==> config.mk <==
export PLATFORM = sky130hd
export DESIGN_NAME = acrc_top
export DESIGN_NICKNAME = d
export VERILOG_FILES = /design/src/acrc_pkg.sv /design/src/acrc_top.sv
export SDC_FILE = /design/constraint.sdc
export NUM_CORES = 1
export LEC_CHECK = 0
export BUFFER_PORTS_ARGS = -buffer_cell sky130_fd_sc_hd__buf_2
export CORE_UTILIZATION = 54
export DETAILED_ROUTE_END_ITERATION = 10
export PLACE_DENSITY = 0.85
export SLEW_MARGIN = 40
export SYNTH_ARGS = -nofsm -noshare
export SYNTH_HDL_FRONTEND = slang
export SYNTH_SLANG_ARGS = --single-unit
==> constraint.sdc <==
create_clock -name core_clk -period 2 [get_ports core_clk]
set_clock_uncertainty 0.15 [all_clocks]
set_input_delay 0.2 -clock core_clk [delete_from_list [all_inputs] [get_ports core_clk]]
set_output_delay 0.2 -clock core_clk [all_outputs]
set_load 0.01 [all_outputs]
==> src/acrc_pkg.sv <==
/*
  Package for the converter control block: register addressing, field
  positions, reset values, output codes and the carrier structs.
  Assumes a 12-bit write word and a 10-bit conversion result.
*/
package acrc_pkg;

  localparam int DATA_W = 10;
  localparam int WORD_W = 12;

  // Register address field of the write word
  localparam int ADDR_HI_POS = 11;
  localparam int ADDR_LO_POS = 10;
  localparam logic [1:0] ADDR_REG0 = 2'h0;
  localparam logic [1:0] ADDR_REG1 = 2'h1;

  // Field positions in input_and_mode_config
  localparam int REF_SEL_POS   = 0;
  localparam int RSV_POS       = 1;
  localparam int PD_POS        = 2;
  localparam int PICK_LO_POS   = 3;
  localparam int PICK_HI_POS   = 4;
  localparam int DIFF_LO_POS   = 5;
  localparam int DIFF_HI_POS   = 6;
  localparam int SCAN_POS      = 7;
  localparam int TEST_LO_POS   = 8;
  localparam int TEST_HI_POS   = 9;

  // Field positions in format_and_reset_config
  localparam int FMT_SEL_POS   = 7;

  // Reset values
  localparam logic [9:0] REG0_RESET = 10'h020;
  localparam logic [9:0] REG1_RESET = 10'h000;

  // Output codes
  localparam logic [9:0] CODE_BIN_TOP  = 10'h3FF;
  localparam logic [9:0] CODE_BIN_MID  = 10'h200;
  localparam logic [9:0] CODE_BIN_BOT  = 10'h000;
  localparam logic [9:0] CODE_TWOS_TOP = 10'h1FF;
  localparam logic [9:0] CODE_TWOS_MID = 10'h000;
  localparam logic [9:0] CODE_TWOS_BOT = 10'h200;
  localparam logic [9:0] SIGN_FLIP     = 10'h200;

  // Test field encodings
  typedef enum logic [1:0] {
    ACRC_TEST_NORMAL = 2'b00,
    ACRC_TEST_UPPER  = 2'b01,
    ACRC_TEST_MID    = 2'b10,
    ACRC_TEST_LOWER  = 2'b11
  } acrc_test_e;

  // Single-ended input selection
  typedef enum logic [1:0] {
    ACRC_IN_FIRST_POS  = 2'b00,
    ACRC_IN_FIRST_NEG  = 2'b01,
    ACRC_IN_SECOND_POS = 2'b10,
    ACRC_IN_SECOND_NEG = 2'b11
  } acrc_input_e;

  // Decoded configuration
  typedef struct packed {
    acrc_test_e  test_sel;
    logic        scan_en;
    logic [1:0]  diff_count;
    logic [1:0]  input_pick;
    logic        power_down;
    logic        reserved_bit;
    logic        ext_ref;
    logic        twos_fmt;
  } acrc_cfg_s;

  // Result word with validity
  typedef struct packed {
    logic        valid;
    logic [9:0]  code;
  } acrc_sample_s;

endpackage : acrc_pkg

==> src/acrc_top.sv <==
/*
  Converter control block: two write-only configuration registers loaded
  from a 12-bit write word, decode of their fields, and output coding of
  raw straight-binary conversion codes through a two-entry buffer.
  Assumes write strobe and data come from logic on core_clk, and raw
  samples arrive from the conversion pipeline on the same clock.
*/
`timescale 1ns/10ps

module acrc_top
  import acrc_pkg::*;
(
  input  wire logic                core_clk,
  input  wire logic                rst_n,
  input  wire logic                wr_en,
  input  wire logic [WORD_W-1:0]   wr_word,
  input  wire logic                raw_valid,
  input  wire logic [DATA_W-1:0]   raw_code,
  output logic                     raw_ready,
  output logic                     out_valid,
  output logic [DATA_W-1:0]        out_code,
  input  wire logic                out_ready,
  output acrc_pkg::acrc_cfg_s      cfg,
  output logic                     conv_active,
  output logic                     se_pick_valid,
  output acrc_pkg::acrc_input_e    se_pick
);
  import acrc_pkg::*;

  logic [DATA_W-1:0] input_and_mode_config;
  logic [DATA_W-1:0] format_and_reset_config;
  logic [1:0]        wr_addr;
  logic              twos_fmt;
  acrc_test_e        test_sel;
  logic [DATA_W-1:0] next_code;
  logic [DATA_W-1:0] buf_data [2];
  logic [1:0]        buf_cnt;
  logic              buf_rd;
  logic              push;
  logic              pop;
  logic [1:0]        next_cnt;
  logic              next_pd;

  // Address field of the write word
  assign wr_addr = wr_word[ADDR_HI_POS:ADDR_LO_POS];

  // Register 0 load; reserved addresses fall through untouched
  always_ff @(posedge core_clk)
  begin
    if (!rst_n)
      input_and_mode_config <= REG0_RESET;
    else if (wr_en && wr_addr == ADDR_REG0)
      input_and_mode_config <= wr_word[DATA_W-1:0];
  end

  // Register 1 load
  always_ff @(posedge core_clk)
  begin
    if (!rst_n)
      format_and_reset_config <= REG1_RESET;
    else if (wr_en && wr_addr == ADDR_REG1)
      format_and_reset_config <= wr_word[DATA_W-1:0];
  end

  assign twos_fmt = format_and_reset_config[FMT_SEL_POS];
  assign test_sel = acrc_test_e'(input_and_mode_config[TEST_HI_POS:TEST_LO_POS]);

  // Decoded configuration outputs, registered
  always_ff @(posedge core_clk)
  begin
    if (!rst_n)
    begin
      cfg           <= '0;
      conv_active   <= 1'b0;
      se_pick_valid <= 1'b0;
      se_pick       <= ACRC_IN_FIRST_POS;
    end
    else
    begin
      cfg.ext_ref      <= input_and_mode_config[REF_SEL_POS];
      cfg.reserved_bit <= 1'b0;
      cfg.power_down   <= input_and_mode_config[PD_POS];
      cfg.input_pick   <= input_and_mode_config[PICK_HI_POS:PICK_LO_POS];
      cfg.diff_count   <= input_and_mode_config[DIFF_HI_POS:DIFF_LO_POS];
      cfg.scan_en      <= input_and_mode_config[SCAN_POS];
      cfg.test_sel     <= test_sel;
      cfg.twos_fmt     <= twos_fmt;
      conv_active      <= !input_and_mode_config[PD_POS];
      se_pick_valid    <= !input_and_mode_config[SCAN_POS] &&
                          input_and_mode_config[DIFF_HI_POS:DIFF_LO_POS] == 2'b00;
      se_pick          <= acrc_input_e'(input_and_mode_config[PICK_HI_POS:PICK_LO_POS]);
    end
  end

  // Output coding: test voltages override, then format conversion
  always_comb
  begin
    unique case (test_sel)
      ACRC_TEST_NORMAL: next_code = raw_code;
      ACRC_TEST_UPPER:  next_code = CODE_BIN_TOP;
      ACRC_TEST_MID:    next_code = CODE_BIN_MID;
      ACRC_TEST_LOWER:  next_code = CODE_BIN_BOT;
    endcase
    if (twos_fmt)
      next_code = next_code ^ SIGN_FLIP;
  end

  // Two-entry buffer handshakes and its next fill level
  assign push     = raw_valid && raw_ready;
  assign pop      = out_valid && out_ready;
  assign next_cnt = buf_cnt + {1'b0, push} - {1'b0, pop};

  // Power-down bit as it will stand after this edge
  assign next_pd = (wr_en && wr_addr == ADDR_REG0) ? wr_word[PD_POS]
                                                   : input_and_mode_config[PD_POS];

  // Registered intake ready; power-down stops intake but not draining
  always_ff @(posedge core_clk)
  begin
    if (!rst_n)
      raw_ready <= 1'b0;
    else
      raw_ready <= (next_cnt != 2'd2) && !next_pd;
  end

  // Buffer storage and occupancy
  always_ff @(posedge core_clk)
  begin
    if (!rst_n)
    begin
      buf_cnt <= 2'd0;
      buf_rd  <= 1'b0;
    end
    else
    begin
      if (push)
        buf_data[buf_rd ^ buf_cnt[0]] <= next_code;
      if (pop)
        buf_rd <= !buf_rd;
      buf_cnt <= next_cnt;
    end
  end

  // Registered output stage mirrors the buffer head
  always_ff @(posedge core_clk)
  begin
    if (!rst_n)
    begin
      out_valid <= 1'b0;
      out_code  <= '0;
    end
    else
    begin
      out_valid <= 1'b0;
      out_code  <= out_code;
      if (buf_cnt - {1'b0, pop} != 2'd0)
      begin
        out_valid <= 1'b1;
        out_code  <= (pop || buf_cnt == 2'd0) ? buf_data[!buf_rd] : buf_data[buf_rd];
        if (buf_cnt == 2'd0)
          out_code <= next_code;
      end
      else if (push)
      begin
        out_valid <= 1'b1;
        out_code  <= next_code;
      end
      if (pop && buf_cnt == 2'd2)
        out_code <= buf_data[!buf_rd];
      else if (!pop && buf_cnt != 2'd0)
        out_code <= buf_data[buf_rd];
      else if (pop && buf_cnt == 2'd1 && push)
        out_code <= next_code;
    end
  end

  // Reserved address leaves registers unchanged
  chk_rsv_write_ignored: assert property (@(posedge core_clk) disable iff (!rst_n)
    wr_en && wr_addr[1] |=> $stable(input_and_mode_config) && $stable(format_and_reset_config))
    else $error("reserved address write changed a register");

  // Register 0 write reaches power-down output two cycles later
  chk_reg0_write_pd: assert property (@(posedge core_clk) disable iff (!rst_n)
    wr_en && wr_word[ADDR_HI_POS:ADDR_LO_POS] == ADDR_REG0 ##1 !wr_en
    |=> conv_active == !$past(wr_word[PD_POS], 2))
    else $error("register 0 write did not reach power-down state");

  // Reset value of differential count is one
  chk_diff_reset: assert property (@(posedge core_clk)
    !rst_n ##1 rst_n |-> input_and_mode_config == REG0_RESET)
    else $error("register 0 reset value wrong");

  // Upper test voltage codes
  chk_test_upper: assert property (@(posedge core_clk) disable iff (!rst_n)
    push && test_sel == ACRC_TEST_UPPER |-> next_code == (twos_fmt ? CODE_TWOS_TOP : CODE_BIN_TOP))
    else $error("upper test code wrong");

  // Midpoint code depends on format
  chk_mid_code: assert property (@(posedge core_clk) disable iff (!rst_n)
    test_sel == ACRC_TEST_MID |-> next_code == (twos_fmt ? CODE_TWOS_MID : CODE_BIN_MID))
    else $error("midpoint code wrong");

  // Lower reference code
  chk_low_code: assert property (@(posedge core_clk) disable iff (!rst_n)
    test_sel == ACRC_TEST_LOWER |-> next_code == (twos_fmt ? CODE_TWOS_BOT : CODE_BIN_BOT))
    else $error("lower code wrong");

  // Power-down blocks intake
  chk_pd_stall: assert property (@(posedge core_clk) disable iff (!rst_n)
    input_and_mode_config[PD_POS] |-> !raw_ready)
    else $error("intake while powered down");

  // Reserved bit never reported
  chk_rsv_bit_zero: assert property (@(posedge core_clk) disable iff (!rst_n)
    ##1 cfg.reserved_bit == 1'b0)
    else $error("reserved bit reported set");

  // Stalled output holds its word
  chk_out_hold: assert property (@(posedge core_clk) disable iff (!rst_n)
    out_valid && !out_ready |=> out_valid && $stable(out_code))
    else $error("stalled output changed");

  // Register 0 takes the ten value bits of an addressed write
  chk_reg0_load: assert property (@(posedge core_clk) disable iff (!rst_n)
    wr_en && wr_addr == ADDR_REG0 |=> input_and_mode_config == $past(wr_word[DATA_W-1:0]))
    else $error("register 0 write not stored");

  // Register 1 takes the ten value bits of an addressed write
  chk_reg1_load: assert property (@(posedge core_clk) disable iff (!rst_n)
    wr_en && wr_addr == ADDR_REG1 |=> format_and_reset_config == $past(wr_word[DATA_W-1:0]))
    else $error("register 1 write not stored");

  // Reference select reported one edge after the register
  chk_ref_decode: assert property (@(posedge core_clk) disable iff (!rst_n)
    1'b1 |=> cfg.ext_ref == $past(input_and_mode_config[REF_SEL_POS]))
    else $error("reference select not reported");

  // Power-down bit reported one edge after the register
  chk_pd_decode: assert property (@(posedge core_clk) disable iff (!rst_n)
    1'b1 |=> cfg.power_down == $past(input_and_mode_config[PD_POS]))
    else $error("power-down bit not reported");

  // Channel-select field reported one edge after the register
  chk_pick_decode: assert property (@(posedge core_clk) disable iff (!rst_n)
    1'b1 |=> cfg.input_pick == $past(input_and_mode_config[PICK_HI_POS:PICK_LO_POS]))
    else $error("channel select not reported");

  // Differential count reported one edge after the register
  chk_diff_decode: assert property (@(posedge core_clk) disable iff (!rst_n)
    1'b1 |=> cfg.diff_count == $past(input_and_mode_config[DIFF_HI_POS:DIFF_LO_POS]))
    else $error("differential count not reported");

  // Autoscan enable reported one edge after the register
  chk_scan_decode: assert property (@(posedge core_clk) disable iff (!rst_n)
    1'b1 |=> cfg.scan_en == $past(input_and_mode_config[SCAN_POS]))
    else $error("autoscan enable not reported");

  // Test field reported one edge after the register
  chk_test_decode: assert property (@(posedge core_clk) disable iff (!rst_n)
    1'b1 |=> cfg.test_sel == $past(test_sel))
    else $error("test field not reported");

  // Scan or differential use hides the single-ended pick
  chk_scan_hides_pick: assert property (@(posedge core_clk) disable iff (!rst_n)
    cfg.scan_en || cfg.diff_count != 2'b00 |-> !se_pick_valid)
    else $error("single-ended pick valid in scan or differential mode");

  // Single-ended pick agrees with the reported channel field
  chk_pick_follows: assert property (@(posedge core_clk) disable iff (!rst_n)
    se_pick_valid |-> se_pick == acrc_input_e'(cfg.input_pick))
    else $error("single-ended pick disagrees with channel field");

  // Normal binary mode passes the raw code unchanged
  chk_normal_binary: assert property (@(posedge core_clk) disable iff (!rst_n)
    push && test_sel == ACRC_TEST_NORMAL && !twos_fmt |-> next_code == raw_code)
    else $error("binary code altered");

  // Normal two's complement mode inverts only the top bit
  chk_normal_twos: assert property (@(posedge core_clk) disable iff (!rst_n)
    push && test_sel == ACRC_TEST_NORMAL && twos_fmt |-> next_code ==
      {~raw_code[DATA_W-1], raw_code[DATA_W-2:0]})
    else $error("two's complement code wrong");

  // Converter activity is the inverse of the reported power-down
  chk_active_follows: assert property (@(posedge core_clk) disable iff (!rst_n)
    $past(rst_n) |-> conv_active == !cfg.power_down)
    else $error("activity disagrees with power-down");

  // Output format reported one edge after register 1
  chk_fmt_decode: assert property (@(posedge core_clk) disable iff (!rst_n)
    1'b1 |=> cfg.twos_fmt == $past(format_and_reset_config[FMT_SEL_POS]))
    else $error("output format not reported");

endmodule : acrc_top

==> results of run 1 <==
-- flip-flops by register name, summed over array words and instances, names as in the netlist, 2 cells and up, named ones only --
| name | flops |
|---|---|
| input_and_mode_config | 9 |
| se_pick | 2 |
| cfg | 8 |
| buf_data | 20 |
| buf_cnt | 2 |
| out_code | 10 |
-- layer usage --
layer | track usage | vias up | routed length [um]
met5 | 0 | - | 0
met4 | 0.118 | 0 | 93
met3 | 0.0313 | 9 | 198
met2 | 0.376 | 50 | 2720
met1 | 0.271 | 924 | 2310
li1 | - | 977 | -
-- cell type report --
class	count	area (um2)	share of cell area
Clock buffer	13	149	0.0486
Clock inverter	3	15.0	0.00490
Inverter	4	15.0	0.00490
Multi-Input combinational cell	165	1060	0.345
Sequential cell	58	1360	0.444
Tap cell	52	65.1	0.0212
Timing Repair Buffer	68	400	0.131
-- critical path, stage by stage, from the launching register on --
cell and delay [ns]:
dfxtp_1 0.50, nand2_1 0.17, nand3_1 0.12, nand2_1 0.06, ha_1 0.19, xnor2_1 0.14
xnor2_1 0.17, o211a_1 0.21
-- where the power goes --
part	leakage, nW	switching, mW	total (mW)	internal, mW
logic	0.729	0.535	0.961	0.427
registers	0.493	0.138	1.54	1.40
clock network	0.0872	0.421	0.899	0.478
-- cells by family (layout without fill, tap and decap cells) --
logic type | after synthesis | in the layout
multiplexers | 18 | 18
adder cells (fa/ha/maj) | 3 | 3
AO/OA/AOI/OAI | 60 | 60
XOR/XNOR | 4 | 4
AND/OR/NAND/NOR | 79 | 79
flip-flops | 58 | 58
buffers and inverters | 24 | 88
other | 1 | 1
-- per-stage QoR --
step                setup slack [ns]  utilization  total power, mW  std cells  area [um2]
floorplan                      0.372            -             2.19        247        2560
global placement               0.287        0.637             2.46        340        2830
detailed placement             0.207        0.637             2.50        340        2830
CTS                            0.193        0.689             3.40        363        3060
global route                  0.0478        0.689             3.57        363        3060
finish                         0.198        0.689             3.40        363        3060
-- cells in the mapped netlist (all sizes together) --
cell type	number	area, um2
a21bo	2	26.3
a21boi	11	86.3
a21oi	14	73.8
a222oi	1	10.0
a31oi	9	56.3
and2	12	75.1
and3	9	56.3
buf	15	106
clkbuf	5	18.8
conb	1	3.75
dfxtp	38	761
edfxtp	20	601
ha	3	37.5
inv	4	15.0
mux2i	18	180
nand2	23	86.3
nand2b	1	6.26
nand3	4	20.0
nand3b	3	22.5
nand4b	1	15.0
nor2	12	45.0
nor2b	12	75.1
nor3b	1	12.5
nor4b	1	8.76
o211a	1	10.0
o21ai	19	95.1
o22ai	2	12.5
o2bb2ai	1	8.76
xnor2	3	26.3
xor2	1	8.76
-- worst paths after layout --
check | startpoint | to | slack (ns)
setup / recovery | out_valid$_SDFF_PN0_ | raw_ready$_SDFF_PN0_ | 0.20
setup reg to reg | out_valid$_SDFF_PN0_ | raw_ready$_SDFF_PN0_ | 0.20
hold reg to reg | input_and_mode_config[7]$_SDFFE_PN0N_ | se_pick_valid$_SDFF_PN0_ | 0.29
hold / removal | wr_word[9] | input_and_mode_config[9]$_SDFFE_PN0N_ | 0.004
==> impl_results.md, run 1 <==
- Status: finished, final reports clean
- DRT iter0 DRCs: 138
- Core Region: 0.00444 mm2
- Post-CTS Setup Inserts: 0
- Clock buffer depth: 2
- Num CTS Buffers: 9
- Synth-to-layout area growth: 19.7%
- Number of antenna violations at the first check in global routing: 0
- Post-synthesis instance area: about 0.0026 mm2
- # setup viols final: 0
- Net Count, Synth: 277
- Post-Synth Adder-Cell Area: 0.0147
- Req. time, crit path: a little over 2 ns
- Hold-fix buffer count after cts: 7
- Port buffer count: between 50 and 60
- DIE AREA: 0.00502 mm2
- # nets final: 336
- Initial core utilization: 0.576
- First-pass GRT wire length: around 8400 um
- DRC viols: 0
- Clock Latency Late Sink: 0.32 ns
- Fmax: between 0.5 and 0.6 GHz
- Worst setup EP type: register
- Fill count: ~330
- Maximum fanout along the worst path: 9
- PD cells: 1110 mW/mm2
- GRT Total Usage: 0.220
- WHS Path Cells: 3
- Slew Limit Fails: 0
- RSZ-0062 raised after global routing: no
- Minimum clock period: approximately 1.8 ns
- Seq cells post-synth: just under 60
- Synthesis Warnings: 0
- Slew HR: 0.615
- Post-detail-place hpwl: 3520 um
- Lkg Pwr: 1.31 nW
- Synth Area in XOR/XNOR: 0.0137
- CP arrival: approximately 1.9 ns
- Number of H-tree levels: 3
- Drt via density: between 5 and 6
- Worst-Margin Slew: approximately 0.58 ns
- Fin. Hold Viols: 0
- CTS tree: yes
- Simple-gate share of the synthesized area: 0.165
- Mean Syn Cell Area: slightly above 10 um2
- Area fraction in compound gates after synthesis: 0.148
- TritonCTS Sinks: 58
- Remaining antenna violation count: 0
- Dominant combinational cell family by area after synthesis: simple AND/OR/NAND/NOR gates
- Placer Congestion: between 0.7 and 0.8
- Die width: 70.9 um
- N_diodes: 0
- Commonest non-fill, non-tap cell in the layout: buf_2
- Pre-antenna DRT Iters: 6
- Routed WL: roughly 5300 um
- Total gr overflow: 0
- Final hold slack: around 0.0037 ns
- Vias in the first global route: roughly 1800
- CTS root buffer: clkbuf_8
- I/O pin cnt: 54
- Hold Path Class: input pin to register
- # resized after CTS: 0
- Max-Cap Viols: 0
- Worst vdd ir: 0.000501 V
- Share of layout cells above drive strength 1: 0.257
- Leading cell types in the layout, fill and taps excluded: buf_2 (51), dfxtp_1 (38), nand2_1 (23)
- Post-synthesis cell type count: 38
- Via count: 1960
- R2R cell count: 7
- Setup tns final: 0 ns
- Multiplexer area fraction after synthesis: 0.0704
- CTS clk-pin slew, worst paths: approximately 0.060 ns
- Crit start category: register
- Critical path type: register to register
- # rows: 24
- Syn Inst Count: 247
- Largest net degree at the start of global routing: 39
- Tcrit/Tclk final: 0.901
- Die H: 70.9 um
- Seq/Total Area, Yosys: 0.532
- Wire per inst: around 15 um
Power figures use the tool's default switching activity.
==> inputs of run 2 (changes only) <==
BUFFER_PORTS_ARGS = -buffer_cell sky130_fd_sc_hd__buf_4   (was -buffer_cell sky130_fd_sc_hd__buf_2)
GPL_TIMING_DRIVEN = 0   (was default)
==> run 2 against run 1 <==
Compared with the run above:
- sequential power is essentially flat
- flip-flop and latch count is the same
- clock power grew 27%
- die area unchanged
- register-to-register slack hardly changed
- hold slack gained 0.015 ns
- largest power group unchanged
- highest routed layer unchanged
==> impl_results.md, run 2 (synthesis results as in run 1) <==
- Comb power frac: 0.297 (+0.014)
- Max-Cap Viols: 0 (unchanged)
- Slew HR: 0.603 (-0.0113)
- Num CTS Buffers: 9 (unchanged)
- Hold Path Class: input pin to register
- Leading cell types in the layout, fill and taps excluded: buf_4 (52), dfxtp_1 (38), nand2_1 (23)
- Core Region: 0.00444 mm2 (unchanged)
- Cell family with most CP delay: simple AND/OR/NAND/NOR gates
- Clock share of power: 0.303 (+0.039)
- GRT Total Usage: 0.259 (+0.0385)
- Critical path type: register to register
- Hold endpoint: input_and_mode_config[0]$_SDFFE_PN0N_
- CTS tree: yes
- Reg power frac: 0.401 (-0.052)
- Share of layout cells above drive strength 1: 0.270 (+0.0124)
- Port buffer count: 49 (-3.9%)
- # rows: 24 (unchanged)
- I/O pin cnt: 54 (unchanged)
- R2R cell count: 2 (-5)
- FF-to-FF setup slack: 0.21 ns (about the same)
- Worst-Margin Slew: 0.592 ns (+0.0151 ns)
- Reg-to-Reg Start: buf_cnt[0]$_SDFF_PN0_
- Placer Congestion: 0.791 (+2.4%)
- N_diodes: 0 (unchanged)
- CTS clk-pin slew, worst paths: 0.07 ns (about the same)
- Pre-antenna DRT Iters: 6 (unchanged)
- # nets final: 344 (+2.4%)
- Drt via density: 5.57 (+3.2%)
- Maximum fanout along the worst path: 10 (+1)
- Number of H-tree levels: 3 (unchanged)
- DRT iter0 DRCs: 181 (+31%)
- Routed WL: 6050 um (+14%)
- Worst setup EP type: register
- Fmax: 0.558 GHz (+0.66%)
- Remaining antenna violation count: 0 (unchanged)
- Die width: 70.9 um (unchanged)
- PD cells: 1150 mW/mm2 (+3.7%)
- Wire per inst: 16.3 um (+11%)
- Post-CTS Setup Inserts: 0 (unchanged)
- DIE AREA: 0.00502 mm2 (unchanged)
- First-pass GRT wire length: 9560 um (+14%)
- Vias in the first global route: 2004 (+9.6%)
- WHS Path Cells: 3 (unchanged)
- Max incr delay on CP: 0.56 ns (+0.06 ns)
- Lkg Pwr: 1.38 nW (+5.3%)
- Fin. Hold Viols: 0 (unchanged)
- Slew Limit Fails: 0 (unchanged)
- Die H: 70.9 um (unchanged)
- Worst vdd ir: 0.000512 V (+2.2%)
- Reg2Reg Capture Point: buf_data[1][7]$_DFFE_PP_
- Largest register FFs: 20 (unchanged)
- Req. time, crit path: 1.83 ns (-0.23 ns)
- NetSw: 1.21 mW (+10%)
- Clock Latency Late Sink: 0.34 ns (+0.02 ns)
- CP cell instances: xor2_1, nor2b_2
- Minimum clock period: 1.79 ns (-0.0118 ns)
- Clock buffer depth: 2 (unchanged)
- Final hold slack: 0.0186 ns (+0.0149 ns)
- Sw Ratio: 0.319 (-0.00217)
- TritonCTS Sinks: 58 (unchanged)
- Initial core utilization: 0.576 (unchanged)
- Total gr overflow: 0 (unchanged)
- Largest net degree at the start of global routing: 11 (-72%)
- Crit start category: register
- CTS root buffer: clkbuf_8
- Synth-to-layout area growth: 28.3%
- # setup viols final: 0 (unchanged)
- CP max stage cell: nor2b_2
- Int Pwr: 2.57 mW (+12%)
- Tcrit/Tclk final: 0.895 (-0.00590)
- DRC viols: 0 (unchanged)
- RSZ-0062 raised after global routing: no
- CP arrival: 1.62 ns (-0.25 ns)
- Status: finished, final reports clean
- Via count: 2067 (+5.5%)
- Hold path start: wr_word[0]
- Post-detail-place hpwl: 3810 um (+8.4%)
- Commonest non-fill, non-tap cell in the layout: buf_4
- Total power: 3.78 mW (+11%)
- Number of antenna violations at the first check in global routing: 0 (unchanged)
- CP Buf/Inv Count: 0 (unchanged)
-- run 2: changes by cell type in the layout (fill, tap and decap cells not counted) --
cell	change
buf_1	+1
clkbuf_16	+3
clkbuf_8	-1
nor2b_1	-1
clkbuf_1	+3
nor2_2	+1
buf_2	-44
nor2b_2	+1
buf_4	+42
nor2_1	-1
buf_6	+4
-- run 2: repair_timing --
action | CTS | global route
gates resized for setup | 0 | 0
hold buffers | 7 | 0
endpoints found under the hold margin | 7 | 0
-- run 2: cell type report --
| cell class | count | area, um2 |
|---|---|---|
| tap | 52 | 65.1 |
| sequential | 58 | 1360 |
| multi-input combinational | 165 | 1060 |
| clock inverter | 3 | 15.0 |
| inverter | 4 | 15.0 |
| timing repair buffer | 56 | 438 |
| buffer | 20 | 125 |
| fill | 315 | 1160 |
| clock buffer | 13 | 203 |
-- run 2: metal layers --
metal,track usage,share of wire,up-vias
met5,0,0,-
met4,0.116,0.013,0
met3,0.0840,0.064,7
met2,0.413,0.50,83
met1,0.322,0.42,980
li1,-,-,997
-- run 2: worst max-delay path by stage --
stage                                      from                        to  slack (ns)  depth (start not counted)
final                     buf_cnt[0]$_SDFF_PN0_  buf_data[1][7]$_DFFE_PP_        0.21                          2
after global routing      buf_cnt[0]$_SDFF_PN0_  buf_data[1][6]$_DFFE_PP_        0.10                          2
after CTS                 buf_cnt[0]$_SDFF_PN0_  buf_data[1][6]$_DFFE_PP_        0.19                          2
after detailed placement                  rst_n  buf_data[1][0]$_DFFE_PP_        0.18                          3
after global placement                    rst_n  buf_data[1][2]$_DFFE_PP_       -0.03                          3
after floorplan           buf_cnt[0]$_SDFF_PN0_  buf_data[1][0]$_DFFE_PP_        0.37                          2
-- run 2: stage by stage --
stage / instance area (um2) / instances / utilization / TNS [ns] / setup slack, ns
after floorplan: 2560 / 247 / - / 0 / 0.372
after global placement: 2990 / 348 / 0.673 / -0.282 / -0.0286
after detailed placement: 3000 / 348 / 0.675 / 0 / 0.183
after CTS: 3290 / 371 / 0.739 / 0 / 0.190
after global routing: 3290 / 371 / 0.739 / 0 / 0.102
final: 3290 / 371 / 0.739 / 0 / 0.209
-- run 2: power groups by stage --
stage / clock network, mW / registers [mW] / logic, mW
final: 1.14 / 1.52 / 1.12
after global routing: 1.21 / 1.53 / 1.20
after CTS: 1.15 / 1.51 / 1.11
after detailed placement: 0 / 1.53 / 1.08
after global placement: 0 / 1.53 / 1.05
after floorplan: 0 / 1.57 / 0.623
-- run 2: worst register-to-register path, delay by kind of cell (launching register included) --
| family | cells | cell delay [ns] |
|---|---|---|
| flip-flops | 1 | 0.47 |
| AND/OR/NAND/NOR | 1 | 0.56 |
| XOR/XNOR | 1 | 0.24 |
